<file path="src/clock_sync_pkg.sv">
// Constants, field layouts and carrier types for the clock and frame sync block
package clock_sync_pkg;

  // ********************************************************
  // Timing
  // ********************************************************
  localparam int unsigned FRAME_NS = 125000;
  localparam int unsigned MULTIFRAME_NS = 4000000;
  localparam int unsigned SYSCLK_KHZ = 8192;
  localparam int unsigned PEER_PULSE_NS = 488;
  localparam int unsigned FRAME_SYSCLKS = FRAME_NS * SYSCLK_KHZ / 1000000;
  // Width rounds to the nearest whole system clock period
  localparam int unsigned PEER_SYSCLKS = (PEER_PULSE_NS * SYSCLK_KHZ + 500000) / 1000000;
  localparam int unsigned FRAMES_PER_MULTI = MULTIFRAME_NS / FRAME_NS;
  localparam logic [9:0] FRAME_LAST = 10'(FRAME_SYSCLKS - 1);
  localparam logic [9:0] PEER_WIDTH = 10'(PEER_SYSCLKS);
  localparam logic [4:0] MULTI_LAST = 5'(FRAMES_PER_MULTI - 1);
  localparam logic [9:0] ALIGN_MAX = 10'h3ff;
  // Index of the last source rising edge in each half period of the system clock output
  localparam logic [1:0] OP_HALF_LAST = 2'h1;
  localparam logic [1:0] VCXO_HALF_LAST = 2'h0;
  // Crystal clock 16.384 MHz against the 2.048 MHz reference
  localparam logic [2:0] VCXO_REF_LAST = 3'h7;

  // ********************************************************
  // Register map
  // ********************************************************
  localparam logic [11:0] CTRL_OFFSET = 12'h000;
  localparam logic [11:0] REFSEL_OFFSET = 12'h004;
  localparam logic [11:0] ALIGN_OFFSET = 12'h008;
  localparam logic [11:0] STATUS_OFFSET = 12'h00c;
  localparam int unsigned REFSEL_LSB = 5;
  localparam int unsigned REFSEL_MSB = 6;
  localparam int unsigned STATUS_MODE_LSB = 0;
  localparam int unsigned STATUS_EXT_BIT = 2;
  localparam int unsigned STATUS_MF_LSB = 3;

  typedef struct packed {
    logic peer_mode;
    logic serial_used;
    logic two_wide;
    logic mask_half;
    logic mask_sysclk;
    logic mask_opclk;
  } ctrl_s;

  localparam ctrl_s CTRL_RESET = '0;
  localparam logic [1:0] REFSEL_RESET = 2'h0;
  localparam logic [9:0] ALIGN_RESET = 10'h000;

  typedef enum logic [1:0] {
    DELAY_SHORT,
    DELAY_LONG_MASTER,
    DELAY_LONG_SLAVE,
    DELAY_RESERVED
  } delay_mode_e;

  // Pins from outside the clock domain
  typedef struct packed {
    logic por_n;
    logic mode_hi;
    logic mode_lo;
    logic src_sel;
    logic op_clk;
    logic vcxo_clk;
    logic sys_clk;
    logic fsync_n;
    logic peer_sync;
    logic far_ref;
    logic near_ref;
    logic ext_ref;
    logic far_rx_n;
    logic near_rx_n;
  } pins_s;

endpackage : clock_sync_pkg

</file>
<file path="src/clock_and_frame_sync_control.sv">
// Clock selection, frame sync generation and alignment with an APB register slave
//
// Behaviour
// - A low power-on reset pin returns every register and counter except the pin synchroniser stages to its reset value.
// - The system clock output is the operating clock over four or the crystal clock over two.
// - The operating clock oscillator control, system clock and half-rate clock outputs can each be masked; the crystal control cannot.
// - The 4.096 MHz output is derived from the system clock input.
// - Frame and serial control timing counts periods of the system clock input.
// - The frame sync input and the alignment setting place the frame and multiframe marks.
// - A frame sync output pulse comes every frame, one or two system clock periods wide.
// - With the serial interface unused and no sync input, the own pulse aligns the frame.
// - With its own oscillator the block sends a 488 ns peer sync pulse every frame.
// - In peer clock mode the peer sync input restarts the frame timing.
// - The crystal loop compares against far, near or external reference by a two-bit field.
// - Bit 5 of the reference field picks the far or near receive frame sync.
`timescale 1ns/10ps
module clock_and_frame_sync_control
  import clock_sync_pkg::*;
(
  input wire logic clock,
  input wire logic resetn,
  input wire logic clock_en,
  input wire logic psel,
  input wire logic penable,
  input wire logic pwrite,
  input wire logic [11:0] paddr,
  input wire logic [31:0] pwdata,
  output logic [31:0] prdata,
  output logic pready,
  output logic pslverr,
  input wire logic power_on_reset_n,
  input wire logic delay_mode_sel_lo,
  input wire logic delay_mode_sel_hi,
  input wire logic sysclk_source_select,
  input wire logic operating_clock_in,
  input wire logic vcxo_clock_in,
  input wire logic system_clock_in,
  input wire logic frame_sync_in_n,
  input wire logic peer_sync_in,
  input wire logic far_reference_clock,
  input wire logic near_reference_clock,
  input wire logic external_reference_clock,
  input wire logic far_rx_frame_sync_n,
  input wire logic near_rx_frame_sync_n,
  output logic system_clock_out,
  output logic half_rate_clock_out,
  output logic opclk_vco_control,
  output logic vcxo_control,
  output logic frame_sync_out,
  output logic peer_sync_out,
  output logic rx_frame_sync_n,
  output logic frame_mark,
  output logic multiframe_mark,
  output delay_mode_e delay_mode
);

  // ********************************************************
  // State
  // ********************************************************
  typedef struct packed {
    pins_s meta;
    pins_s sync;
    pins_s prev;
    ctrl_s ctrl;
    logic [1:0] ref_sel;
    logic [9:0] phase_align;
    delay_mode_e mode;
    logic [1:0] src_cnt;
    logic sysclk_q;
    logic half_q;
    logic opclk_ctl;
    logic [2:0] vx_cnt;
    logic vcxo_ctl;
    logic [9:0] frame_cnt;
    logic fso;
    logic pso;
    logic ext_seen;
    logic [9:0] align_cnt;
    logic [4:0] mf_cnt;
    logic fmark;
    logic mmark;
    logic rx_n;
    logic [31:0] rdata;
  } state_s;

  state_s s;
  state_s next_s;
  pins_s pin_in;
  pins_s rise;
  logic ext_fall;
  logic src_rise;
  logic ref_rise;
  logic own_start;
  logic align_ref;
  logic [9:0] frame_next;
  logic [9:0] width;
  logic wr_en;
  logic mapped;

  assign pin_in = '{power_on_reset_n, delay_mode_sel_hi, delay_mode_sel_lo,
                    sysclk_source_select, operating_clock_in, vcxo_clock_in,
                    system_clock_in, frame_sync_in_n, peer_sync_in,
                    far_reference_clock, near_reference_clock,
                    external_reference_clock, far_rx_frame_sync_n,
                    near_rx_frame_sync_n};
  // Edges come from the second synchroniser stage only
  assign rise = s.sync & ~s.prev;
  assign ext_fall = s.prev.fsync_n & ~s.sync.fsync_n;

  // ********************************************************
  // APB slave, zero wait states
  // ********************************************************
  assign pready = 1'b1;
  assign mapped = (paddr == CTRL_OFFSET) || (paddr == REFSEL_OFFSET) ||
                  (paddr == ALIGN_OFFSET) || (paddr == STATUS_OFFSET);
  assign pslverr = psel && penable && !mapped;
  assign wr_en = psel && penable && pwrite && mapped;
  assign prdata = s.rdata;

  // ********************************************************
  // Next state
  // ********************************************************
  always_comb begin
    next_s = s;
    src_rise = 1'b0;
    ref_rise = 1'b0;
    own_start = 1'b0;
    align_ref = 1'b0;
    frame_next = s.frame_cnt;
    width = 10'h001;
    next_s.meta = pin_in;
    next_s.sync = s.meta;
    next_s.prev = s.sync;
    if (!s.sync.por_n) begin
      next_s.ctrl = CTRL_RESET;
      next_s.ref_sel = REFSEL_RESET;
      next_s.phase_align = ALIGN_RESET;
      next_s.mode = DELAY_SHORT;
      next_s.src_cnt = '0;
      next_s.sysclk_q = 1'b0;
      next_s.half_q = 1'b0;
      next_s.opclk_ctl = 1'b0;
      next_s.vx_cnt = '0;
      next_s.vcxo_ctl = 1'b0;
      next_s.frame_cnt = '0;
      next_s.fso = 1'b0;
      next_s.pso = 1'b0;
      next_s.ext_seen = 1'b0;
      next_s.align_cnt = '0;
      next_s.mf_cnt = '0;
      next_s.fmark = 1'b0;
      next_s.mmark = 1'b0;
      next_s.rx_n = 1'b1;
      next_s.rdata = '0;
    end else begin
      case ({s.sync.mode_hi, s.sync.mode_lo})
        2'b11: next_s.mode = DELAY_SHORT;
        2'b01: next_s.mode = DELAY_LONG_MASTER;
        2'b00: next_s.mode = DELAY_LONG_SLAVE;
        default: next_s.mode = DELAY_RESERVED;
      endcase
      src_rise = s.sync.src_sel ? rise.op_clk : rise.vcxo_clk;
      if (src_rise) begin
        if (s.src_cnt >= (s.sync.src_sel ? OP_HALF_LAST : VCXO_HALF_LAST)) begin
          next_s.src_cnt = '0;
          next_s.sysclk_q = !s.sysclk_q;
        end else begin
          next_s.src_cnt = s.src_cnt + 2'h1;
        end
      end
      if (rise.sys_clk) begin
        next_s.half_q = !s.half_q;
      end
      // Phase detector: input clock edge leads, divided oscillator edge ends
      if (rise.sys_clk) begin
        next_s.opclk_ctl = 1'b1;
      end else if (src_rise && s.sync.src_sel && next_s.sysclk_q && !s.sysclk_q) begin
        next_s.opclk_ctl = 1'b0;
      end
      case (s.ref_sel)
        2'b00: ref_rise = rise.far_ref;
        2'b01: ref_rise = rise.near_ref;
        default: ref_rise = rise.ext_ref;
      endcase
      if (rise.vcxo_clk) begin
        next_s.vx_cnt = s.vx_cnt + 3'h1;
      end
      // Set wins so a reference edge is never lost
      if (ref_rise) begin
        next_s.vcxo_ctl = 1'b1;
      end else if (rise.vcxo_clk && s.vx_cnt == VCXO_REF_LAST) begin
        next_s.vcxo_ctl = 1'b0;
      end
      if (rise.sys_clk) begin
        frame_next = (s.frame_cnt == FRAME_LAST) ? 10'h000 : s.frame_cnt + 10'h001;
        own_start = (s.frame_cnt == FRAME_LAST);
      end
      if (s.ctrl.peer_mode && rise.peer_sync) begin
        frame_next = 10'h000;
      end
      next_s.frame_cnt = frame_next;
      width = s.ctrl.two_wide ? 10'h002 : 10'h001;
      next_s.fso = frame_next < width;
      next_s.pso = !s.ctrl.peer_mode && (frame_next < PEER_WIDTH);
      if (ext_fall) begin
        next_s.ext_seen = 1'b1;
      end
      align_ref = ext_fall ||
                  (own_start && !s.ctrl.serial_used && !s.ext_seen);
      next_s.fmark = 1'b0;
      next_s.mmark = 1'b0;
      if (align_ref) begin
        next_s.align_cnt = 10'h000;
        // with the serial interface used, outside sync marks a multiframe start
        if (ext_fall && s.ctrl.serial_used) begin
          next_s.mf_cnt = 5'h00;
        end else if (s.mf_cnt == MULTI_LAST) begin
          next_s.mf_cnt = 5'h00;
        end else begin
          next_s.mf_cnt = s.mf_cnt + 5'h01;
        end
      end else if (rise.sys_clk && s.align_cnt != ALIGN_MAX) begin
        next_s.align_cnt = s.align_cnt + 10'h001;
      end
      if (next_s.align_cnt == s.phase_align && next_s.align_cnt != s.align_cnt) begin
        next_s.fmark = 1'b1;
        next_s.mmark = s.ctrl.serial_used && next_s.mf_cnt == 5'h00;
      end else if (align_ref && s.phase_align == 10'h000) begin
        next_s.fmark = 1'b1;
        next_s.mmark = s.ctrl.serial_used && next_s.mf_cnt == 5'h00;
      end
      next_s.rx_n = s.ref_sel[0] ? s.sync.near_rx_n : s.sync.far_rx_n;
      // Register writes
      if (wr_en) begin
        case (paddr)
          CTRL_OFFSET: next_s.ctrl = pwdata[$bits(ctrl_s)-1:0];
          REFSEL_OFFSET: next_s.ref_sel = pwdata[REFSEL_MSB:REFSEL_LSB];
          ALIGN_OFFSET: next_s.phase_align = pwdata[9:0];
          default: next_s.ctrl = s.ctrl;
        endcase
      end
      // Read data captured in the setup phase
      if (psel && !penable) begin
        next_s.rdata = '0;
        case (paddr)
          CTRL_OFFSET: next_s.rdata[$bits(ctrl_s)-1:0] = s.ctrl;
          REFSEL_OFFSET: next_s.rdata[REFSEL_MSB:REFSEL_LSB] = s.ref_sel;
          ALIGN_OFFSET: next_s.rdata[9:0] = s.phase_align;
          STATUS_OFFSET: begin
            next_s.rdata[STATUS_MODE_LSB+:2] = s.mode;
            next_s.rdata[STATUS_EXT_BIT] = s.ext_seen;
            next_s.rdata[STATUS_MF_LSB+:5] = s.mf_cnt;
          end
          default: next_s.rdata = '0;
        endcase
      end
    end
  end

  always_ff @(posedge clock or negedge resetn) begin
    if (!resetn) begin
      s <= '0;
      // Pin stages start at the pull-up level so no false edge follows reset
      s.meta <= '1;
      s.sync <= '1;
      s.prev <= '1;
    end else if (clock_en) begin
      s <= next_s;
    end
  end

  // ********************************************************
  // Outputs
  // ********************************************************
  // power masks
  assign system_clock_out = s.sysclk_q && !s.ctrl.mask_sysclk;
  assign half_rate_clock_out = s.half_q && !s.ctrl.mask_half;
  assign opclk_vco_control = s.opclk_ctl && !s.ctrl.mask_opclk;
  assign vcxo_control = s.vcxo_ctl;
  assign frame_sync_out = s.fso;
  assign peer_sync_out = s.pso;
  assign rx_frame_sync_n = s.rx_n;
  assign frame_mark = s.fmark;
  assign multiframe_mark = s.mmark;
  assign delay_mode = s.mode;
endmodule : clock_and_frame_sync_control

</file>
<file path="config.mk">
export PLATFORM = sky130hd
export DESIGN_NAME = clock_and_frame_sync_control
export DESIGN_NICKNAME = d
export VERILOG_FILES = /design/src/clock_sync_pkg.sv /design/src/clock_and_frame_sync_control.sv
export SDC_FILE = /design/constraint.sdc
export NUM_CORES = 1
export LEC_CHECK = 0
export BUFFER_PORTS_ARGS = -buffer_cell sky130_fd_sc_hd__buf_4
export CAP_MARGIN = 20
export CORE_MARGIN = 10
export CORE_UTILIZATION = 34
export DETAILED_ROUTE_END_ITERATION = 8
export PLACE_DENSITY = 0.57
export REMOVE_ABC_BUFFERS = 1
export SYNTH_ARGS = -nofsm -noshare
export SYNTH_HDL_FRONTEND = slang
export SYNTH_SLANG_ARGS = --single-unit
</file>
<file path="constraint.sdc">
create_clock -name clock -period 5.4 [get_ports clock]
set_clock_uncertainty 0.05 [all_clocks]
set_input_delay 1.08 -clock clock [delete_from_list [all_inputs] [get_ports clock]]
set_output_delay 1.08 -clock clock [all_outputs]
set_load 0.005 [all_outputs]
</file>
* Yosys cells after proc, flatten, opt, wreduce, memory -nomap -nowiden
Index checks and enable logic that the tools add are counted.
** Word-level totals
- Bits in registers :: 130
- Bits in latches :: 0
- RAM bits :: 0
- Bits in read-only memories :: 0
- Input port bits :: 64
- Output and inout port bits :: 45
- Logic and storage cells :: 192
- Memories :: 0
** Operators by class
- $add $sub $neg :: 5
- $mul :: 0
- Divide/modulo/power cells :: 0
- Magnitude comparators :: 3
- Eq/ne operators :: 23
- Shift-type cells :: 0
- Muxes and demuxes :: 44
- Bitwise operators :: 4
- Reductions and logical operators :: 50
** Operators with widths (number)
- $mux 92 :: 1
- $mux 10 :: 8
- $mux 32 :: 1
- $eq 12x4->1 const B :: 2
- $logic_and 1x1->1 :: 21
- $add 10x1->10 const B :: 2
- $mux 5 :: 4
- $mux 18 :: 1
- $ne 2x1->1 const B :: 9
- $pmux 5 s3 :: 1
- $reduce_and 2->1 :: 7
- $mux 1 :: 13
- $eq 12x3->1 const B :: 1
- $logic_not 12->1 :: 1
- $mux 2 :: 6
- $and 10x10->10 :: 1
- $eq 10x10->1 :: 1
- $eq 10x10->1 const B :: 1
- $logic_not 1->1 :: 10
- $logic_not 10->1 :: 1
- $lt 10x2->1 :: 1
- $lt 10x3->1 const B :: 1
- $ne 10x10->1 :: 1
- $ne 10x10->1 const B :: 1
- 22 further kinds :: 33

* Depth between registers and ports, before layout
Gate-level depths: netlist of the first run.
- Word-level depth :: 14
- Depth in mapped cells :: 10
- Gate-level depth less buffers :: 9

* Worst setup path after synthesis of the first run
Ideal clock, no wire load.
- Path kind :: input to output
- Start point :: input port paddr[7]
- End point :: output port pslverr
- Data arrival time :: 1.721 ns
- Slack :: 2.549 ns
- Stages :: 3
- Buffers on the path :: 0
- Path through :: nor4_1 nand3_1 and3_1
** On the way
- Cells in the longest elaborated chain, start to end :: 6
** Ends and longest elaborated chain
- start: declaration :: line clock_and_frame_sync_control.sv:26 : input wire logic [11:0] paddr,
- $eq 12x3->1 / $logic_not 12->1 (equally long branches) :: line clock_and_frame_sync_control.sv:114 : assign mapped = (paddr == CTRL_OFFSET) || (paddr == REFSEL_OFFSET) ||
- $logic_or 1x1->1 (2 in series) :: line clock_and_frame_sync_control.sv:114
- $logic_or 1x1->1 * :: line clock_and_frame_sync_control.sv:115 : (paddr == ALIGN_OFFSET) || (paddr == STATUS_OFFSET);
- $logic_not 1->1 * :: line clock_and_frame_sync_control.sv:116 : assign pslverr = psel && penable && !mapped;
- $logic_and 1x1->1 * :: line clock_and_frame_sync_control.sv:116
- end: declaration :: line clock_and_frame_sync_control.sv:30 : output logic pslverr,
Mark *: on every way between the ends. The rest lies on a longest branch, timed or not.

* Worst setup path in the final report of the first run
Ends and elaborated chain as after synthesis.

==> reports/metrics.json, run 1 <==
{
  "critical_path.max_stage_delay": {"value": 0.27, "unit": "ns"},
  "dieArea": {"value": 23200, "unit": "um2"},
  "placed_cells_incl_taps": {"value": 867},
  "worst_min_path_start": {"value": "next_s[117]$_DFFE_PN1P_"},
  "instances_no_fill": {"value": 883},
  "max_freq": {"value": 311, "unit": "MHz"},
  "timing.setup.critical_path_class": {"value": "in2out"},
  "met3RoutedLength": {"value": 978, "unit": "um"},
  "share_of_the_clock_period_used_by_the_worst_path": {"value": 0.595},
  "worst_path_fanout_max": {"value": 6},
  "cp_num_buf_inv": {"value": 2},
  "dr.pass1.iters": {"value": 5},
  "yosysWarnings": {"value": 0},
  "num_antenna_cells": {"value": 0},
  "viasPerCell": {"value": 5.33},
  "postCtsHoldBufs": {"value": 0},
  "cts_inserted_buffers": {"value": 9},
  "crit_chain": {"value": "buf_4 > nor4_1 > nand3_1 > and3_1 > buf_4"},
  "detail_route.iter0.violations": {"value": 321},
  "grt_remaining_overflow": {"value": 0},
  "post_route_cells_drive_above_1_share": {"value": 0.254},
  "post_cts_resized": {"value": 0},
  "setup_tns": {"value": 0, "unit": "ns"},
  "timing.critical_path.arrival": {"value": 2.08, "unit": "ns"},
  "clock_path_buffers": {"value": 2},
  "synth_edf_count": {"value": 0},
  "start_kind": {"value": "input port"},
  "synth.yosys.seq_area_share": {"value": 0.453},
  "cts.reportedPaths.clkPinSlew": {"value": 0.07, "unit": "ns"},
  "synth_top_cell_area_share": {"value": 0.294},
  "rr_startpoint": {"value": "next_s[105]$_DFFE_PN1P_"},
  "period_needed": {"value": 3.21, "unit": "ns"},
  "grt_start_max_net_pins": {"value": 69},
  "holdWs": {"value": 0.443, "unit": "ns"},
  "depth_of_the_most_critical_reg_to_reg_path": {"value": 4},
  "vias": {"value": 4703},
  "synth_top_cells_by_area": {"value": "sky130_fd_sc_hd__dfrtp_1 (29%), sky130_fd_sc_hd__dfstp_2 (16%), sky130_fd_sc_hd__mux2_2 (6.4%)"},
  "rows": {"value": 48},
  "worst_setup_path_end_kind": {"value": "output port"},
  "cts-htree-levels": {"value": 3},
  "met2RoutedLength": {"value": 6960, "unit": "um"},
  "fp.coreArea": {"value": 17200, "unit": "um2"},
  "max_cap_violations": {"value": 0},
  "cts_tree": {"value": "yes"},
  "grt_first_pass_wirelength": {"value": 24300, "unit": "um"},
  "post_synth_num_cell_types": {"value": 68},
  "clk-insertion-delay-late": {"value": 0.36, "unit": "ns"},
  "setup_violations": {"value": 0},
  "synth_area_per_cell": {"value": 9.61, "unit": "um2"},
  "run_status": {"value": "complete, no violations"},
  "wl_met1": {"value": 6470, "unit": "um"},
  "dpl.hpwl": {"value": 10600, "unit": "um"},
  "syn_inst": {"value": 619},
  "numPortBuffers": {"value": 63},
  "grt.total_usage": {"value": 0.124},
  "cts_root_buf": {"value": "sky130_fd_sc_hd__clkbuf_16"},
  "postRouteAntennaNets": {"value": 0},
  "syn_to_final_growth": {"value": 12.9, "unit": "%"},
  "grt_antenna_before_repair": {"value": 0},
  "critical_path_required": {"value": 4.27, "unit": "ns"},
  "slew_headroom": {"value": 0.342},
  "via_count_of_the_first_global_routing_pass": {"value": 4657},
  "reg2reg_to": {"value": "prdata[8]$_DFFE_PN0P_"},
  "timing.hold.worst_path_depth": {"value": 2},
  "tightestPinTransition": {"value": 0.979, "unit": "ns"},
  "die_width": {"value": 152, "unit": "um"},
  "rsz0062_at_grt": {"value": "no"},
  "fin_nets": {"value": 727},
  "drcViolationCount": {"value": 0},
  "worstHoldEndpoint": {"value": "next_s[103]$_DFFE_PN1P_"},
  "max-vdd-ir-drop": {"value": 263, "unit": "uV"},
  "timing_hold_violations_final": {"value": 0},
  "hp-class": {"value": "reg2reg"},
  "drv_slew": {"value": 0},
  "routed_wire_length_per_instance": {"value": 16.5, "unit": "um"},
  "placed_instance_area": {"value": 6410, "unit": "um2"},
  "highest-signal-layer": {"value": "met4"},
  "pin_count": {"value": 109},
  "path_delay_family": {"value": "simple AND/OR/NAND/NOR gates"},
  "powerDensity": {"value": 308, "unit": "nW/um2"},
  "netlist.top_cell.by_area": {"value": "sky130_fd_sc_hd__dfrtp_1"},
  "power_leakage": {"value": 0.00284, "unit": "uW"},
  "reg2reg_setup_slack": {"value": 2.54, "unit": "ns"},
  "critPathMostFrequentCell": {"value": "sky130_fd_sc_hd__buf_4"},
  "cp_slowest_cell": {"value": "sky130_fd_sc_hd__nor4_1"},
  "synthesis.area": {"value": 5950, "unit": "um2"},
  "globalplace.congestion": {"value": 0.872},
  "numClockSinks": {"value": 106},
  "initial_utilization": {"value": 0.345},
  "synth_seq_cells": {"value": 106},
  "die_height": {"value": 152, "unit": "um"},
  "async_flop_share": {"value": 1.00},
  "drt-total-wl": {"value": 14600, "unit": "um"},
  "fillerInstances": {"value": 1701},
  "ys_dominant_reg_cell": {"value": "sky130_fd_sc_hd__dfrtp_1"},
  "post_cts_buffers": {"value": 0},
  "finalInstanceArea": {"value": 6720, "unit": "um2"}
}
state kept, by name, indices dropped and copies added (netlist names):
register,flops
prdata,10
multiframe_mark,1
peer_sync_out,1
rx_frame_sync_n,1
frame_mark,1
frame_sync_out,1
vcxo_control,1
delay_mode,2
s,60
next_s,28
area by class of cell:
class	count	area (um2)	share of cell area
clock inverter	5	40.0	0.00596
clock buffer	11	264	0.0393
tap	225	282	0.0419
inverter	18	67.6	0.0101
timing repair buffer	67	503	0.0749
sequential	106	2700	0.402
multi-input combinational	451	2860	0.426
cells in the mapped netlist (7+ instances only):
master,count
sky130_fd_sc_hd__dfrtp_1,70
sky130_fd_sc_hd__nand2_1,68
sky130_fd_sc_hd__o21ai_0,64
sky130_fd_sc_hd__dfstp_2,36
sky130_fd_sc_hd__buf_4,35
sky130_fd_sc_hd__mux2_2,34
sky130_fd_sc_hd__nor2_1,32
sky130_fd_sc_hd__nand3_1,27
sky130_fd_sc_hd__a21oi_1,21
sky130_fd_sc_hd__clkbuf_1,18
sky130_fd_sc_hd__inv_1,18
sky130_fd_sc_hd__a22o_1,15
sky130_fd_sc_hd__nor3_1,12
sky130_fd_sc_hd__o31ai_1,12
sky130_fd_sc_hd__ha_1,10
sky130_fd_sc_hd__and3_1,9
sky130_fd_sc_hd__nor2b_1,9
sky130_fd_sc_hd__nor4_1,8
sky130_fd_sc_hd__o2bb2ai_1,7
worst max path at each step:
stage             start                     to  slack [ns]  cells past startpoint
4_1_cts        paddr[7]                pslverr        2.18                      5
5_1_grt        paddr[1]                pslverr        2.06                      5
3_5_place_dp   clock_en  prdata[8]$_DFFE_PN0P_        2.10                      5
6_report       paddr[7]                pslverr        2.19                      5
2_1_floorplan  paddr[7]                pslverr        2.55                      3
3_3_place_gp   clock_en  prdata[9]$_DFFE_PN0P_        2.17                      5
worst register-to-register path: stages, from the launching register on:
cell and delay (ns):
sky130_fd_sc_hd__dfstp_2 0.93, sky130_fd_sc_hd__nand2_1 0.45, sky130_fd_sc_hd__nor3_1 0.91, sky130_fd_sc_hd__and3_1 0.31
sky130_fd_sc_hd__a22o_1 0.15
cell families after synthesis:
family	Yosys count	synth area share
flip-flops	106	0.453
XOR/XNOR	11	0.0162
adder cells (fa/ha/maj)	10	0.0210
buffers and inverters	83	0.0789
AND/OR/NAND/NOR	209	0.181
multiplexers	41	0.0782
other	2	0.00126
AO/OA/AOI/OAI	157	0.170
metrics by stage:
stage | worst slack, ns | utilization | total power [uW]
after global routing | 2.06 | 0.390 | 2190
after global placement | 2.17 | 0.372 | 1390
after detailed placement | 2.10 | 0.372 | 1410
final | 2.19 | 0.390 | 2070
after floorplan | 2.55 | - | 1230
after CTS | 2.18 | 0.390 | 2100
report_power, final:
group          switching [uW]  internal, uW
Sequential               98.5           909
Clock                     320           360
Combinational             209           174
layout by cell type, fill, tap and decap left out, types with 7 or more instances in the layout:
master	Yosys	layout
sky130_fd_sc_hd__nor2_1	32	32
sky130_fd_sc_hd__ha_1	10	10
sky130_fd_sc_hd__nor2b_1	9	9
sky130_fd_sc_hd__and3_1	9	9
sky130_fd_sc_hd__nand3_1	27	27
sky130_fd_sc_hd__o21ai_0	64	64
sky130_fd_sc_hd__nand2_1	68	68
sky130_fd_sc_hd__o31ai_1	12	12
sky130_fd_sc_hd__mux2_2	34	34
sky130_fd_sc_hd__nor4_1	8	8
sky130_fd_sc_hd__clkbuf_16	0	10
sky130_fd_sc_hd__o2bb2ai_1	7	7
sky130_fd_sc_hd__buf_4	35	67
sky130_fd_sc_hd__a21oi_1	21	21
sky130_fd_sc_hd__conb_1	2	23
sky130_fd_sc_hd__a22o_1	15	15
sky130_fd_sc_hd__inv_1	18	18
sky130_fd_sc_hd__dfstp_2	36	36
sky130_fd_sc_hd__dfrtp_1	70	70
sky130_fd_sc_hd__nor3_1	12	12
per-layer routing:
layer,GRT usage,up-vias
li1,-,2246
met1,0.151,2293
met2,0.206,150
met3,0.0421,14
met4,0.0326,0
met5,0,-
(Power assumes the default switching activity.)
==> run 2, diff against run 1 <==
--- a/config.mk
+++ b/config.mk
@@ -10,7 +10,7 @@
 export CORE_MARGIN = 10
 export CORE_UTILIZATION = 34
 export DETAILED_ROUTE_END_ITERATION = 8
-export PLACE_DENSITY = 0.57
+export PLACE_DENSITY = 0.59
 export REMOVE_ABC_BUFFERS = 1
 export SYNTH_ARGS = -nofsm -noshare
 export SYNTH_HDL_FRONTEND = slang
==> constraint.sdc (replaced) <==
create_clock -name clock -period 2.85 [get_ports clock]
set_clock_uncertainty 0.05 [all_clocks]
set_input_delay 0.57 -clock clock [delete_from_list [all_inputs] [get_ports clock]]
set_output_delay 0.57 -clock clock [all_outputs]
set_load 0.005 [all_outputs]
==> reports/metrics.json, run 2 (synthesis gave the netlist of run 1 again) <==
{
  "clock_path_buffers": {"value": 2, "change": "unchanged"},
  "setup_violations": {"value": 0, "change": "unchanged"},
  "grt.total_usage": {"value": 0.131, "change": "+0.00635"},
  "hp-class": {"value": "in2async"},
  "timing.critical_path.arrival": {"value": 2.77, "unit": "ns", "change": "+0.69 ns"},
  "grt_antenna_before_repair": {"value": 0, "change": "unchanged"},
  "register_with_the_highest_flop_count": {"value": "s"},
  "postRouteAntennaNets": {"value": 0, "change": "unchanged"},
  "max_freq": {"value": 386, "unit": "MHz"},
  "pwr-share-clk": {"value": 0.308, "change": "-0.021"},
  "holdWs": {"value": 0.172, "unit": "ns", "change": "-0.271 ns"},
  "post_route_cells_drive_above_1_share": {"value": 0.274, "change": "+0.0199"},
  "largest_register_ffs": {"value": 60, "change": "unchanged"},
  "power.internal": {"value": 2690, "unit": "uW", "change": "+86%"},
  "max_cap_violations": {"value": 0, "change": "unchanged"},
  "crit_chain": {"value": "ha_1 > and4b_1 > a21oi_1 > or2_2 > xor2_1 > a211oi_1 > a31oi_1 > a41oi_2 > o21ai_1"},
  "rsz0062_at_grt": {"value": "no"},
  "viasPerCell": {"value": 5.32, "change": "-0.16%"},
  "fin_nets": {"value": 745, "change": "+2.5%"},
  "cts_inserted_buffers": {"value": 9, "change": "unchanged"},
  "cts_tree": {"value": "yes"},
  "max-vdd-ir-drop": {"value": 327, "unit": "uV", "change": "+25%"},
  "post-route-worst-setup-slack": {"value": 0.256, "unit": "ns", "change": "-1.93 ns"},
  "netSwitchingFraction": {"value": 0.307, "change": "+0.00418"},
  "cp_num_buf_inv": {"value": 0, "change": "-2"},
  "numClockSinks": {"value": 106, "change": "unchanged"},
  "power.switching": {"value": 1190, "unit": "uW", "change": "+90%"},
  "slew_headroom": {"value": 0.572, "change": "+0.230"},
  "dr.pass1.iters": {"value": 4, "change": "-1"},
  "preCtsSetupSlack": {"value": 0.245, "unit": "ns", "change": "-1.85 ns"},
  "routed_wire_length_per_instance": {"value": 17.0, "unit": "um", "change": "+2.8%"},
  "grt_start_max_net_pins": {"value": 49, "change": "-29%"},
  "period_needed": {"value": 2.59, "unit": "ns"},
  "drcViolationCount": {"value": 0, "change": "unchanged"},
  "initial_utilization": {"value": 0.345, "change": "unchanged"},
  "numPortBuffers": {"value": 63, "change": "unchanged"},
  "run_status": {"value": "complete, no violations"},
  "drv_slew": {"value": 0, "change": "unchanged"},
  "dieArea": {"value": 23200, "unit": "um2", "change": "unchanged"},
  "drt-total-wl": {"value": 15300, "unit": "um", "change": "+4.9%"},
  "cp_slowest_cell": {"value": "sky130_fd_sc_hd__dfrtp_1"},
  "globalplace.congestion": {"value": 0.836, "change": "-4.1%"},
  "die_width": {"value": 152, "unit": "um", "change": "unchanged"},
  "fillerInstances": {"value": 1708, "change": "+0.41%"},
  "total_power": {"value": 3880, "unit": "uW", "change": "+87%"},
  "dpl.hpwl": {"value": 11400, "unit": "um", "change": "+7.7%"},
  "worst_path_fanout_max": {"value": 6, "change": "unchanged"},
  "powerDensity": {"value": 568, "unit": "nW/um2", "change": "+84%"},
  "mostFrequentLayoutCell": {"value": "sky130_fd_sc_hd__buf_4"},
  "critical_path.max_stage_delay": {"value": 0.48, "unit": "ns", "change": "+0.21 ns"},
  "share_seq_of_total_power": {"value": 0.489, "change": "+0.002"},
  "power_leakage": {"value": 0.00292, "unit": "uW", "change": "+2.6%"},
  "pin_count": {"value": 109, "change": "unchanged"},
  "cts_root_buf": {"value": "sky130_fd_sc_hd__clkbuf_16"},
  "timing_hold_violations_final": {"value": 0, "change": "unchanged"},
  "cts.reportedPaths.clkPinSlew": {"value": 0.07, "unit": "ns", "change": "about the same"},
  "worst_setup_path_end_kind": {"value": "flop"},
  "grt_first_pass_wirelength": {"value": 25300, "unit": "um", "change": "+3.9%"},
  "die_height": {"value": 152, "unit": "um", "change": "unchanged"},
  "via_count_of_the_first_global_routing_pass": {"value": 4845, "change": "+4.0%"},
  "cts-htree-levels": {"value": 3, "change": "unchanged"},
  "path_delay_family": {"value": "compound AO/OA/AOI/OAI gates"},
  "detail_route.iter0.violations": {"value": 325, "change": "+1.2%"},
  "grt_remaining_overflow": {"value": 0, "change": "unchanged"},
  "critical_path_required": {"value": 3.03, "unit": "ns", "change": "-1.24 ns"},
  "share_of_the_clock_period_used_by_the_worst_path": {"value": 0.910},
  "timing.setup.critical_path_class": {"value": "reg2reg"},
  "post_cts_buffers": {"value": 0, "change": "unchanged"},
  "vias": {"value": 4791, "change": "+1.9%"},
  "syn_to_final_growth": {"value": 14.7, "unit": "%"},
  "portion_of_total_power_attributed_to_combinational_logic": {"value": 0.204, "change": "+0.019"},
  "clk-insertion-delay-late": {"value": 0.36, "unit": "ns", "change": "about the same"},
  "postCtsHoldBufs": {"value": 0, "change": "unchanged"},
  "start_kind": {"value": "flop"},
  "tightestPinTransition": {"value": 0.642, "unit": "ns", "change": "-0.337 ns"},
  "rows": {"value": 48, "change": "unchanged"},
  "num_antenna_cells": {"value": 0, "change": "unchanged"},
  "mostFrequentLayoutCells": {"value": "sky130_fd_sc_hd__buf_4 (85), sky130_fd_sc_hd__dfrtp_1 (70), sky130_fd_sc_hd__nand2_1 (68), sky130_fd_sc_hd__o21ai_0 (64), sky130_fd_sc_hd__dfstp_2 (36)"},
  "fp.coreArea": {"value": 17200, "unit": "um2", "change": "unchanged"},
  "setup_tns": {"value": 0, "unit": "ns", "change": "unchanged"}
}
-- run 2: cell count changes in the layout (fill, tap and decap cells not counted), sizes merged --
cell,delta
buf,+18
clkinv,+2
clkbuf,-1
inv,-1
-- run 2: power by group through the flow --
stage	Clock [uW]	Combinational, uW	Sequential [uW]
global route	1300	890	1920
CTS	1240	799	1890
finish	1190	789	1890
detailed placement	0	791	1920
floorplan	0	458	1870
global placement	0	764	1910
-- run 2: path summary, 6_finish.rpt --
check,startpoint,endpoint,slack [ns],depth (start not counted)
max,s[40]$_DFFE_PN0P_,frame_mark$_DFFE_PN0P_,0.26,9
min reg2reg,next_s[117]$_DFFE_PN1P_,next_s[103]$_DFFE_PN1P_,0.44,2
min,resetn,s[61]$_DFFE_PN0P_,0.17,1
max reg2reg,s[40]$_DFFE_PN0P_,frame_mark$_DFFE_PN0P_,0.26,9
max in group asynchronous,resetn,s[78]$_DFFE_PN0P_,1.83,2
min in group clock,operating_clock_in,next_s[115]$_DFFE_PN1P_,0.39,2
-- run 2: cell type report --
class	instances	area, um2	area share
Clock buffer	10	229	0.0335
Clock inverter	6	48.8	0.00715
Inverter	18	67.6	0.00990
Multi-Input combinational cell	451	2860	0.420
Sequential cell	106	2700	0.395
Tap cell	225	282	0.0412
Timing Repair Buffer	85	638	0.0935
-- run 2: timing repair --
item | 4_1_cts | 5_1_grt
resized for setup | 0 | 1
hold endpoints to repair | 0 | 0
setup endpoints to repair | 0 | 2
-- run 2: routing by layer --
layer  wire (um)  up-vias  share of wire  track usage
met2        7530      123           0.49        0.218
met1        6610     2369           0.43        0.156
met3         984       17          0.064       0.0474
met4         201        0          0.013       0.0321
li1            -     2282              -            -
met5           0        -              0            0
-- run 2: stage by stage --
stage                     cell area, um2  utilization  std cells
after CTS                           6820        0.396        901
after global placement              6550        0.380        885
after detailed placement            6550        0.380        885
final                               6830        0.396        901
after global routing                6830        0.396        901
after floorplan                     5630            -        575
